<file path="config.mk">
export PLATFORM = sky130hd
export DESIGN_NAME = ascd_device_flat
export DESIGN_NICKNAME = d
export VERILOG_FILES = /design/src/ascd_pkg.sv /design/src/ascd_if.sv /design/src/ascd_device.sv /design/src/flat_wrapper.sv
export SDC_FILE = /design/constraint.sdc
export NUM_CORES = 1
export LEC_CHECK = 0
export ABC_AREA = 1
export BUFFER_PORTS_ARGS = -buffer_cell sky130_fd_sc_hd__buf_4
export CORE_MARGIN = 4
export CORE_UTILIZATION = 65
export DETAILED_ROUTE_END_ITERATION = 8
export PLACE_DENSITY = 0.91
export SYNTH_ARGS = -nofsm -noshare
export SYNTH_HDL_FRONTEND = slang
export SYNTH_SLANG_ARGS = --single-unit
</file>
<file path="constraint.sdc">
create_clock -name mclk_in -period 7.1 [get_ports mclk_in]
set_clock_uncertainty 0.15 [all_clocks]
set_input_delay 1.42 -clock mclk_in [delete_from_list [all_inputs] [get_ports mclk_in]]
set_output_delay 1.42 -clock mclk_in [all_outputs]
set_load 0.1 [all_outputs]
</file>
<file path="src/ascd_pkg.sv">
/*
  Package for the serial command decoder: opcodes, register map,
  reset values and timing counts shared by both ends.
  Assumes one 40 MHz system clock for both ends.
*/
package ascd_pkg;
  // Opcodes
  localparam logic [7:0] OP_READ_RESULT   = 8'h01;
  localparam logic [7:0] OP_READ_CONT     = 8'h03;
  localparam logic [7:0] OP_STOP_CONT     = 8'h0F;
  localparam logic [3:0] OP_REGISTER_READ_CMD_HI       = 4'h1;
  localparam logic [3:0] OP_REGISTER_WRITE_CMD_HI       = 4'h5;
  localparam logic [7:0] OP_CAL_FULL      = 8'hF0;
  localparam logic [7:0] OP_CAL_OFFSET    = 8'hF1;
  localparam logic [7:0] OP_CAL_GAIN      = 8'hF2;
  localparam logic [7:0] OP_SYS_OFFSET    = 8'hF3;
  localparam logic [7:0] OP_SYS_GAIN      = 8'hF4;
  localparam logic [7:0] OP_WAKE          = 8'hFB;
  localparam logic [7:0] OP_RESYNC        = 8'hFC;
  localparam logic [7:0] OP_SLEEP         = 8'hFD;
  localparam logic [7:0] OP_RESET         = 8'hFE;
  // Register map
  localparam int          REG_COUNT       = 16;
  localparam logic [3:0]  ADDR_STATUS     = 4'h2;
  localparam int          STATUS_RDY_BIT  = 7;
  localparam logic [3:0]  ADDR_OCR0       = 4'h7;
  localparam logic [3:0]  ADDR_FSR0       = 4'hA;
  localparam logic [3:0]  ADDR_RESULT_MSB = 4'hD;
  localparam logic [3:0]  ADDR_FIRST_RO   = 4'hD;
  // Reset values, low byte at index 0
  localparam logic [127:0] REG_RESET_VAL  =
    {8'h00, 8'h00, 8'h00, 8'h55, 8'h55, 8'h59, 8'h00, 8'h00,
     8'h00, 8'h00, 8'hFF, 8'h00, 8'h00, 8'h00, 8'h01, 8'h01};
  // Timing: host waits 10 oscillator periods after ready falls
  localparam int          OSC_WAIT_PERIODS = 10;
  localparam int          SCLK_DIV         = 4;
  localparam int          CONV_CYCLES_DEF  = 4000;
  localparam int          CAL_CYCLES_DEF   = 400;
endpackage

</file>
<file path="src/ascd_if.sv">
/*
  Serial link between the decoder (device end) and the host end.
  Assumes the host makes the serial clock as an enable-gated strobe.
*/
`timescale 1ns/10ps
`default_nettype none
interface ascd_if;
  logic sclk;       // Serial clock level from host
  logic sclk_rise;  // One-cycle pulse: host sample edge
  logic cs_n;       // Chip select, active low
  logic din;        // Host to device data
  logic dout;       // Device to host data
  logic ready_n;    // Result ready, active low
  modport dev  (input sclk, sclk_rise, cs_n, din, output dout, ready_n);
  modport host (output sclk, sclk_rise, cs_n, din, input dout, ready_n);
endinterface
`default_nettype wire

</file>
<file path="src/ascd_device.sv">
/*
  Device end: serial command decoder with register file, result
  readout, continuous read, calibrations, sleep and resync.
  Assumes host bytes arrive MSB first on sclk_rise pulses.
*/
`timescale 1ns/10ps
`default_nettype none
module ascd_device
  import ascd_pkg::*;
#(
  parameter int CONV_CYCLES = CONV_CYCLES_DEF,
  parameter int CAL_CYCLES  = CAL_CYCLES_DEF
) (
  // Clock and reset
  input  wire logic        mclk_in,
  input  wire logic        sys_rst_in,
  // Serial link
  ascd_if.dev              link,
  // Converter side
  input  wire logic [23:0] sample_in,       // Filter output word
  input  wire logic [23:0] cal_offset_in,   // Computed offset coefficient
  input  wire logic [23:0] cal_gain_in,     // Computed gain coefficient
  output logic             low_power_out,   // Sleep state
  output logic             cal_busy_out     // Calibration running
);
  typedef enum {ST_CMD, ST_COUNT, ST_WDATA, ST_TX} ascd_state_e;

  ascd_state_e       st_r, st_nxt;               // Command state
  logic [7:0]        regs_r   [REG_COUNT];       // Register file
  logic [7:0]        regs_nxt [REG_COUNT];
  logic [7:0]        rx_r, rx_nxt;               // Receive shift
  logic [2:0]        bit_r, bit_nxt;             // Bit counter
  logic [7:0]        tx_r, tx_nxt;               // Transmit shift
  logic [3:0]        addr_r, addr_nxt;           // Register pointer
  logic [3:0]        cnt_r, cnt_nxt;             // Bytes remaining minus one
  logic              is_wr_r, is_wr_nxt;         // Write command pending
  logic              cont_r, cont_nxt;           // Continuous mode
  logic              sleep_r, sleep_nxt;         // Low-power state
  logic [1:0]        cal_r, cal_nxt;             // Bit0 offset, bit1 gain
  logic [15:0]       cal_cnt_r, cal_cnt_nxt;     // Calibration timer
  logic [15:0]       conv_cnt_r, conv_cnt_nxt;   // Conversion timer
  logic              rdy_n_r, rdy_n_nxt;         // Ready pin level
  logic              byte_done;                  // Full byte received
  logic [7:0]        rx_byte;                    // Byte just completed
  logic              conv_tick;                  // Result lands this cycle

  assign byte_done = link.sclk_rise && !link.cs_n && (bit_r == 3'd7);
  assign rx_byte   = {rx_r[6:0], link.din};
  assign conv_tick = !sleep_r && (cal_r == 2'b00) && (conv_cnt_r == 16'(CONV_CYCLES - 1));

  // Next-state logic
  always_comb begin
    st_nxt = st_r;
    for (int i = 0; i < REG_COUNT; i++) begin
      regs_nxt[i] = regs_r[i];
    end
    rx_nxt = rx_r;
    bit_nxt = bit_r;
    tx_nxt = tx_r;
    addr_nxt = addr_r;
    cnt_nxt = cnt_r;
    is_wr_nxt = is_wr_r;
    cont_nxt = cont_r;
    sleep_nxt = sleep_r;
    cal_nxt = cal_r;
    cal_cnt_nxt = cal_cnt_r;
    conv_cnt_nxt = conv_cnt_r;
    rdy_n_nxt = rdy_n_r;
    // Conversion timing, paused in sleep and calibration
    if (!sleep_r && cal_r == 2'b00) begin
      if (conv_cnt_r == 16'(CONV_CYCLES - 1)) begin
        conv_cnt_nxt = '0;
        regs_nxt[ADDR_RESULT_MSB]      = sample_in[23:16];
        regs_nxt[ADDR_RESULT_MSB + 4'h1] = sample_in[15:8];
        regs_nxt[ADDR_RESULT_MSB + 4'h2] = sample_in[7:0];
        rdy_n_nxt = 1'b0;
      end else begin
        conv_cnt_nxt = conv_cnt_r + 16'h0001;
      end
    end
    // Calibration completion
    if (cal_r != 2'b00) begin
      if (cal_cnt_r == 16'(CAL_CYCLES - 1)) begin
        if (cal_r[0]) begin
          regs_nxt[ADDR_OCR0]        = cal_offset_in[7:0];
          regs_nxt[ADDR_OCR0 + 4'h1] = cal_offset_in[15:8];
          regs_nxt[ADDR_OCR0 + 4'h2] = cal_offset_in[23:16];
        end
        if (cal_r[1]) begin
          regs_nxt[ADDR_FSR0]        = cal_gain_in[7:0];
          regs_nxt[ADDR_FSR0 + 4'h1] = cal_gain_in[15:8];
          regs_nxt[ADDR_FSR0 + 4'h2] = cal_gain_in[23:16];
        end
        cal_nxt = 2'b00;
        rdy_n_nxt = 1'b0;
      end else begin
        cal_cnt_nxt = cal_cnt_r + 16'h0001;
      end
    end
    // Continuous mode: load result while ready is low, between bytes in command state
    if (cont_r && !rdy_n_r && st_r == ST_CMD && bit_r == 3'd0) begin
      st_nxt = ST_TX;
      addr_nxt = ADDR_RESULT_MSB;
      cnt_nxt = 4'h2;
      tx_nxt = regs_r[ADDR_RESULT_MSB];
      rdy_n_nxt = !conv_tick;  // A fresh result keeps ready low
    end
    // Serial bit handling, MSB first both ways
    if (link.cs_n) begin
      bit_nxt = '0;
    end else if (link.sclk_rise) begin
      rx_nxt = rx_byte;
      bit_nxt = bit_r + 3'd1;
      if (st_r == ST_TX) begin
        tx_nxt = {tx_r[6:0], 1'b0};
      end
    end
    // Byte complete
    if (byte_done) begin
      case (st_r)
        ST_CMD: begin
          if (sleep_r) begin
            if (rx_byte == OP_WAKE) begin
              sleep_nxt = 1'b0;
            end
          end else if (rx_byte == OP_READ_RESULT) begin
            st_nxt = ST_TX;
            addr_nxt = ADDR_RESULT_MSB;
            cnt_nxt = 4'h2;
            tx_nxt = regs_r[ADDR_RESULT_MSB];
            rdy_n_nxt = !conv_tick;  // A fresh result keeps ready low
          end else if (rx_byte == OP_READ_CONT) begin
            cont_nxt = 1'b1;
          end else if (rx_byte == OP_STOP_CONT) begin
            cont_nxt = 1'b0;
          end else if (rx_byte[7:4] == OP_REGISTER_READ_CMD_HI || rx_byte[7:4] == OP_REGISTER_WRITE_CMD_HI) begin
            st_nxt = ST_COUNT;
            addr_nxt = rx_byte[3:0];
            is_wr_nxt = (rx_byte[7:4] == OP_REGISTER_WRITE_CMD_HI);
          end else if (rx_byte >= OP_CAL_FULL && rx_byte <= OP_SYS_GAIN) begin
            case (rx_byte)
              OP_CAL_FULL: cal_nxt = 2'b11;
              OP_CAL_OFFSET, OP_SYS_OFFSET: cal_nxt = 2'b01;
              default: cal_nxt = 2'b10;
            endcase
            cal_cnt_nxt = '0;
            rdy_n_nxt = 1'b1;
          end else if (rx_byte == OP_RESYNC) begin
            conv_cnt_nxt = '0;
            rdy_n_nxt = 1'b1;
          end else if (rx_byte == OP_SLEEP) begin
            sleep_nxt = 1'b1;
          end else if (rx_byte == OP_RESET) begin
            for (int i = 0; i < REG_COUNT; i++) begin
              regs_nxt[i] = REG_RESET_VAL[i*8 +: 8];
            end
            cont_nxt = 1'b0;
          end
          // Anything else ignored
        end
        ST_COUNT: begin
          cnt_nxt = rx_byte[3:0];
          if (is_wr_r) begin
            st_nxt = ST_WDATA;
          end else begin
            st_nxt = ST_TX;
            tx_nxt = regs_r[addr_r];
          end
        end
        ST_WDATA: begin
          if (addr_r < ADDR_FIRST_RO && addr_r != ADDR_STATUS) begin
            regs_nxt[addr_r] = rx_byte;
          end
          addr_nxt = addr_r + 4'h1;
          cnt_nxt = cnt_r - 4'h1;
          if (cnt_r == 4'h0) begin
            st_nxt = ST_CMD;
          end
        end
        ST_TX: begin
          addr_nxt = addr_r + 4'h1;
          cnt_nxt = cnt_r - 4'h1;
          tx_nxt = regs_r[addr_r + 4'h1];
          if (cnt_r == 4'h0) begin
            st_nxt = ST_CMD;
          end
          if (cont_r && (rx_byte == OP_STOP_CONT || rx_byte == OP_RESET)) begin
            cont_nxt = 1'b0;
            if (rx_byte == OP_RESET) begin
              for (int i = 0; i < REG_COUNT; i++) begin
                regs_nxt[i] = REG_RESET_VAL[i*8 +: 8];
              end
            end
          end
        end
        default: st_nxt = ST_CMD;
      endcase
    end
    // Status bit mirrors ready pin
    regs_nxt[ADDR_STATUS][STATUS_RDY_BIT] = rdy_n_nxt;
  end

  // State registers
  always_ff @(posedge mclk_in) begin
    if (sys_rst_in) begin
      st_r <= ST_CMD;
      for (int i = 0; i < REG_COUNT; i++) begin
        regs_r[i] <= REG_RESET_VAL[i*8 +: 8];
      end
      regs_r[ADDR_STATUS][STATUS_RDY_BIT] <= 1'b1;
      rx_r <= 8'h00;
      bit_r <= 3'h0;
      tx_r <= 8'h00;
      addr_r <= 4'h0;
      cnt_r <= 4'h0;
      is_wr_r <= 1'b0;
      cont_r <= 1'b0;
      sleep_r <= 1'b0;
      cal_r <= 2'h0;
      cal_cnt_r <= 16'h0000;
      conv_cnt_r <= 16'h0000;
      rdy_n_r <= 1'b1;
    end else begin
      st_r <= st_nxt;
      regs_r <= regs_nxt;
      rx_r <= rx_nxt;
      bit_r <= bit_nxt;
      tx_r <= tx_nxt;
      addr_r <= addr_nxt;
      cnt_r <= cnt_nxt;
      is_wr_r <= is_wr_nxt;
      cont_r <= cont_nxt;
      sleep_r <= sleep_nxt;
      cal_r <= cal_nxt;
      cal_cnt_r <= cal_cnt_nxt;
      conv_cnt_r <= conv_cnt_nxt;
      rdy_n_r <= rdy_n_nxt;
    end
  end

  // Outputs
  assign link.dout     = (st_r == ST_TX) ? tx_r[7] : 1'b0;
  assign link.ready_n  = rdy_n_r;
  assign low_power_out = sleep_r;
  assign cal_busy_out  = (cal_r != 2'b00);
endmodule
`default_nettype wire

</file>
<file path="src/flat_wrapper.sv">
// flat-port wrapper written by rule: the top's interface ports become plain ports
module ascd_device_flat import ascd_pkg::*;
#(
  parameter int CONV_CYCLES = CONV_CYCLES_DEF,
  parameter int CAL_CYCLES  = CAL_CYCLES_DEF
)
  (mclk_in, sys_rst_in, sample_in, cal_offset_in, cal_gain_in, low_power_out, cal_busy_out, link_sclk, link_sclk_rise, link_cs_n, link_din, link_dout, link_ready_n);
  ascd_if link_i ();
  input  wire logic mclk_in;
  input  wire logic sys_rst_in;
  input  wire logic [23:0] sample_in;
  input  wire logic [23:0] cal_offset_in;
  input  wire logic [23:0] cal_gain_in;
  output logic low_power_out;
  output logic cal_busy_out;
  input wire logic [$bits(link_i.sclk)-1:0] link_sclk;
  input wire logic [$bits(link_i.sclk_rise)-1:0] link_sclk_rise;
  input wire logic [$bits(link_i.cs_n)-1:0] link_cs_n;
  input wire logic [$bits(link_i.din)-1:0] link_din;
  output wire logic [$bits(link_i.dout)-1:0] link_dout;
  output wire logic [$bits(link_i.ready_n)-1:0] link_ready_n;
  assign link_i.sclk = link_sclk;
  assign link_i.sclk_rise = link_sclk_rise;
  assign link_i.cs_n = link_cs_n;
  assign link_i.din = link_din;
  assign link_dout = link_i.dout;
  assign link_ready_n = link_i.ready_n;
  ascd_device #(.CONV_CYCLES(CONV_CYCLES), .CAL_CYCLES(CAL_CYCLES)) u_core (.mclk_in(mclk_in), .sys_rst_in(sys_rst_in), .link(link_i), .sample_in(sample_in), .cal_offset_in(cal_offset_in), .cal_gain_in(cal_gain_in), .low_power_out(low_power_out), .cal_busy_out(cal_busy_out));
endmodule
</file>
==> flow_summary.json <==
{
  "vias_per_cell": 6.133,
  "rsz0062_at_grt": "false",
  "final_common_cell": "nand2_1",
  "cts_tree": "built",
  "wl_um": 47530,
  "crit_start": "u_core.addr_r[0]",
  "grt-ovfl-total": 0,
  "worstHoldPathType": "reg -> reg",
  "r2r-end": "u_core.regs_r[125]",
  "ys_seq_elements": 223,
  "clock-sinks": 223,
  "syn_area_mm2": 0.01429,
  "vias": 16216,
  "track_usage_pct": 37.42,
  "syn2layout_area_growth_pct": 9.209,
  "grt_max_degree": 120,
  "grt_pass1_vias": 14835,
  "dp_slack_ns": 2.519,
  "antenna_cells": 0,
  "synth-edff-count": 0,
  "drv_slew": 0,
  "fmax_mhz": 223.4,
  "maxCapViolations": 0,
  "synth-compound-area-share_pct": 20.70,
  "grt_pass1_wl_um": 75150,
  "synth_cell_types": 44,
  "row_count": 53,
  "whs_ns": 0.2869,
  "synth_nets": 2449,
  "ff2ff_setup_slack_ns": 2.62,
  "syn_area_per_cell_um2": 6.054,
  "yosys.area_share.simple_pct": 34.58,
  "cts_inserted_buffers": 26,
  "ys.warnings.count": 0,
  "design.core.area_mm2": 0.02135,
  "setup.worst_path.start_class": "register",
  "drt_iter0_drc": 2526,
  "post-route-period-util_pct": 63.04,
  "die_area_mm2": 0.02443,
  "drive_gt1_share_pct": 8.822,
  "detail-route-antenna-nets": 0,
  "p_per_area_mw_per_mm2": 178.1,
  "min_period_ns": 4.476,
  "synth_top_family_by_area": "simple AND/OR/NAND/NOR gates",
  "layout_common_cells": "nand2_1, o21ai_0, nor2_1",
  "critical_path_required_ns": 7.39,
  "place_hpwl_um": 31410,
  "start_util_pct": 66.93,
  "final_util_pct": 73.10,
  "wl_per_cell_um": 17.98,
  "synth_seq_area_share_pct": 31.24,
  "setup_violations": 0,
  "post_cts_resized": 0,
  "cts.clk_slew.worst_paths_ns": 0.06,
  "dr.pass1.iters": 9,
  "htreeDepth": 1,
  "worst_ep_arrival_time_ns": 4.76,
  "synthXorXnorAreaFrac_pct": 1.585,
  "cp-endpoint": "u_core.regs_r[125]",
  "worstSetupPathType": "reg -> reg",
  "die_width_um": 156.3,
  "p_leak_nw": 6.252,
  "vdd_ir_drop_max_mv": 0.2168,
  "critical_path.max_fanout": 65,
  "dieHeight_um": 156.3,
  "synthAdderAreaFrac_pct": 0.8754,
  "drc": 2,
  "synth.area.mux_share_pct": 0,
  "ys.flop_type": "dfxtp_1",
  "violations": "DRC",
  "r2r_cells": 11,
  "io_buffers": 80,
  "pin_count": 82,
  "root_buffer": "clkbuf_16",
  "hold_buffers": 0,
  "postLayoutCellArea_mm2": 0.01561,
  "timing.slew.headroom_pct": 20.54,
  "antenna_found_initial": 0,
  "layout.nets": 2439,
  "fillCellCount": 1782,
  "insertion_delay_ns": 0.55,
  "fin_ws_ns": 2.624,
  "placed_area_mm2": 0.01476,
  "regToRegStartpoint": "u_core.addr_r[0]",
  "ctsLongestPathBuffers": 3,
  "worst_pin_slew_ns": 1.190,
  "synthArstFlopShare_pct": 0,
  "fin_setup_tns_ns": 0,
  "timing_hold_violations_final": 0,
  "gp_congestion": 1.011,
  "end_kind": "register",
  "syn_inst": 2361,
  "outcome": "finished with violations",
  "post_cts_buffers": 0
}
==> cell families (layout without fill, tap and decap cells) <==
kind of cell,count (synthesis),count (layout)
DFF,223,223
and+or+nand+nor,1140,1140
AOI/OAI and AO/OA,576,576
adders and majority gates,10,10
xor gates and xnor gates,25,25
buffers and inverters,387,395
==> per-stage QoR <==
step,instances,total power (W)
finish,2644,0.002780
floorplan,2361,0.001398
CTS,2644,0.002770
global route,2644,0.002837
detailed placement,2598,0.001463
global placement,2598,0.001459
==> power breakdown <==
group	switching, W	internal [W]	leakage (nW)
Sequential	0.0000170	0.00126	1.80
Clock	0.000545	0.000791	0.410
Combinational	0.000117	0.0000541	4.04
==> registers in the layout, summed over array words and instances, names as in the netlist, 2 cells and up <==
signal and count:
u_core.cal_cnt_r 16, u_core.conv_cnt_r 16, u_core.st_r 32, u_core.cal_r 2
u_core.rx_r 7, u_core.addr_r 4, u_core.tx_r 8, u_core.bit_r 3
u_core.regs_r 127, u_core.cnt_r 4
==> how the worst min path moves through the flow <==
stage	to	from	depth (start not counted)	slack, ns
global placement	u_core.st_r[4]	u_core.st_r[4]	2	0.28
CTS	u_core.st_r[24]	u_core.st_r[24]	2	0.29
detailed placement	u_core.st_r[24]	u_core.st_r[24]	2	0.28
global route	u_core.st_r[16]	u_core.st_r[16]	2	0.30
finish	u_core.st_r[30]	u_core.st_r[30]	2	0.29
floorplan	u_core.st_r[10]	u_core.st_r[10]	2	0.27
==> final cells by class <==
class | count | area (µm²) | share of cell area [%]
Clock inverter | 6 | 60.06 | 0.3848
Sequential cell | 223 | 4468 | 28.63
Tap cell | 275 | 344.1 | 2.204
Inverter | 248 | 935.9 | 5.996
Timing Repair Buffer | 101 | 758.2 | 4.858
Clock buffer | 40 | 784.5 | 5.026
Multi-Input combinational cell | 1751 | 8258 | 52.91
==> cells in the mapped netlist (8+ instances only) <==
| cell | instances | area, µm² |
|---|---|---|
| nor3_1 | 24 | 120.1 |
| nand4_1 | 60 | 375.4 |
| nand3_1 | 134 | 670.6 |
| ha_1 | 10 | 125.1 |
| inv_1 | 232 | 870.8 |
| buf_4 | 16 | 120.1 |
| nor2_1 | 260 | 975.9 |
| nand2_2 | 15 | 93.84 |
| a21oi_1 | 248 | 1241 |
| dfxtp_1 | 223 | 4464 |
| nor2_4 | 14 | 157.7 |
| buf_2 | 27 | 135.1 |
| xor2_1 | 19 | 166.4 |
| o211ai_1 | 13 | 97.59 |
| o21ai_0 | 285 | 1426 |
| o22ai_1 | 11 | 68.82 |
| inv_2 | 9 | 33.78 |
| nor2_2 | 9 | 56.30 |
| nand2_1 | 597 | 2241 |
| clkbuf_1 | 86 | 322.8 |
| o21ai_1 | 8 | 40.04 |
==> critical path, stage by stage (launching register included) <==
cell	delay, ns
dfxtp_4	0.72
inv_2	0.29
buf_4	0.40
ha_1	0.38
nand2_1	0.10
o21ai_1	0.19
nand3_1	0.16
nand3_2	0.10
nor2_4	0.83
nand2_1	0.65
nor2_1	0.27
nor2_1	0.07
==> metal layers <==
metal	GRT usage, %	part of all wire, %	wire [µm]	up-vias
met1	50.88	39	18300	7250
met3	7.937	13	6153	204
met5	0	0	0	-
li1	-	-	-	7659
met4	18.26	5.4	2579	0
met2	56.66	43	20490	1103
No activity file was read; power rests on OpenSTA's default activity.
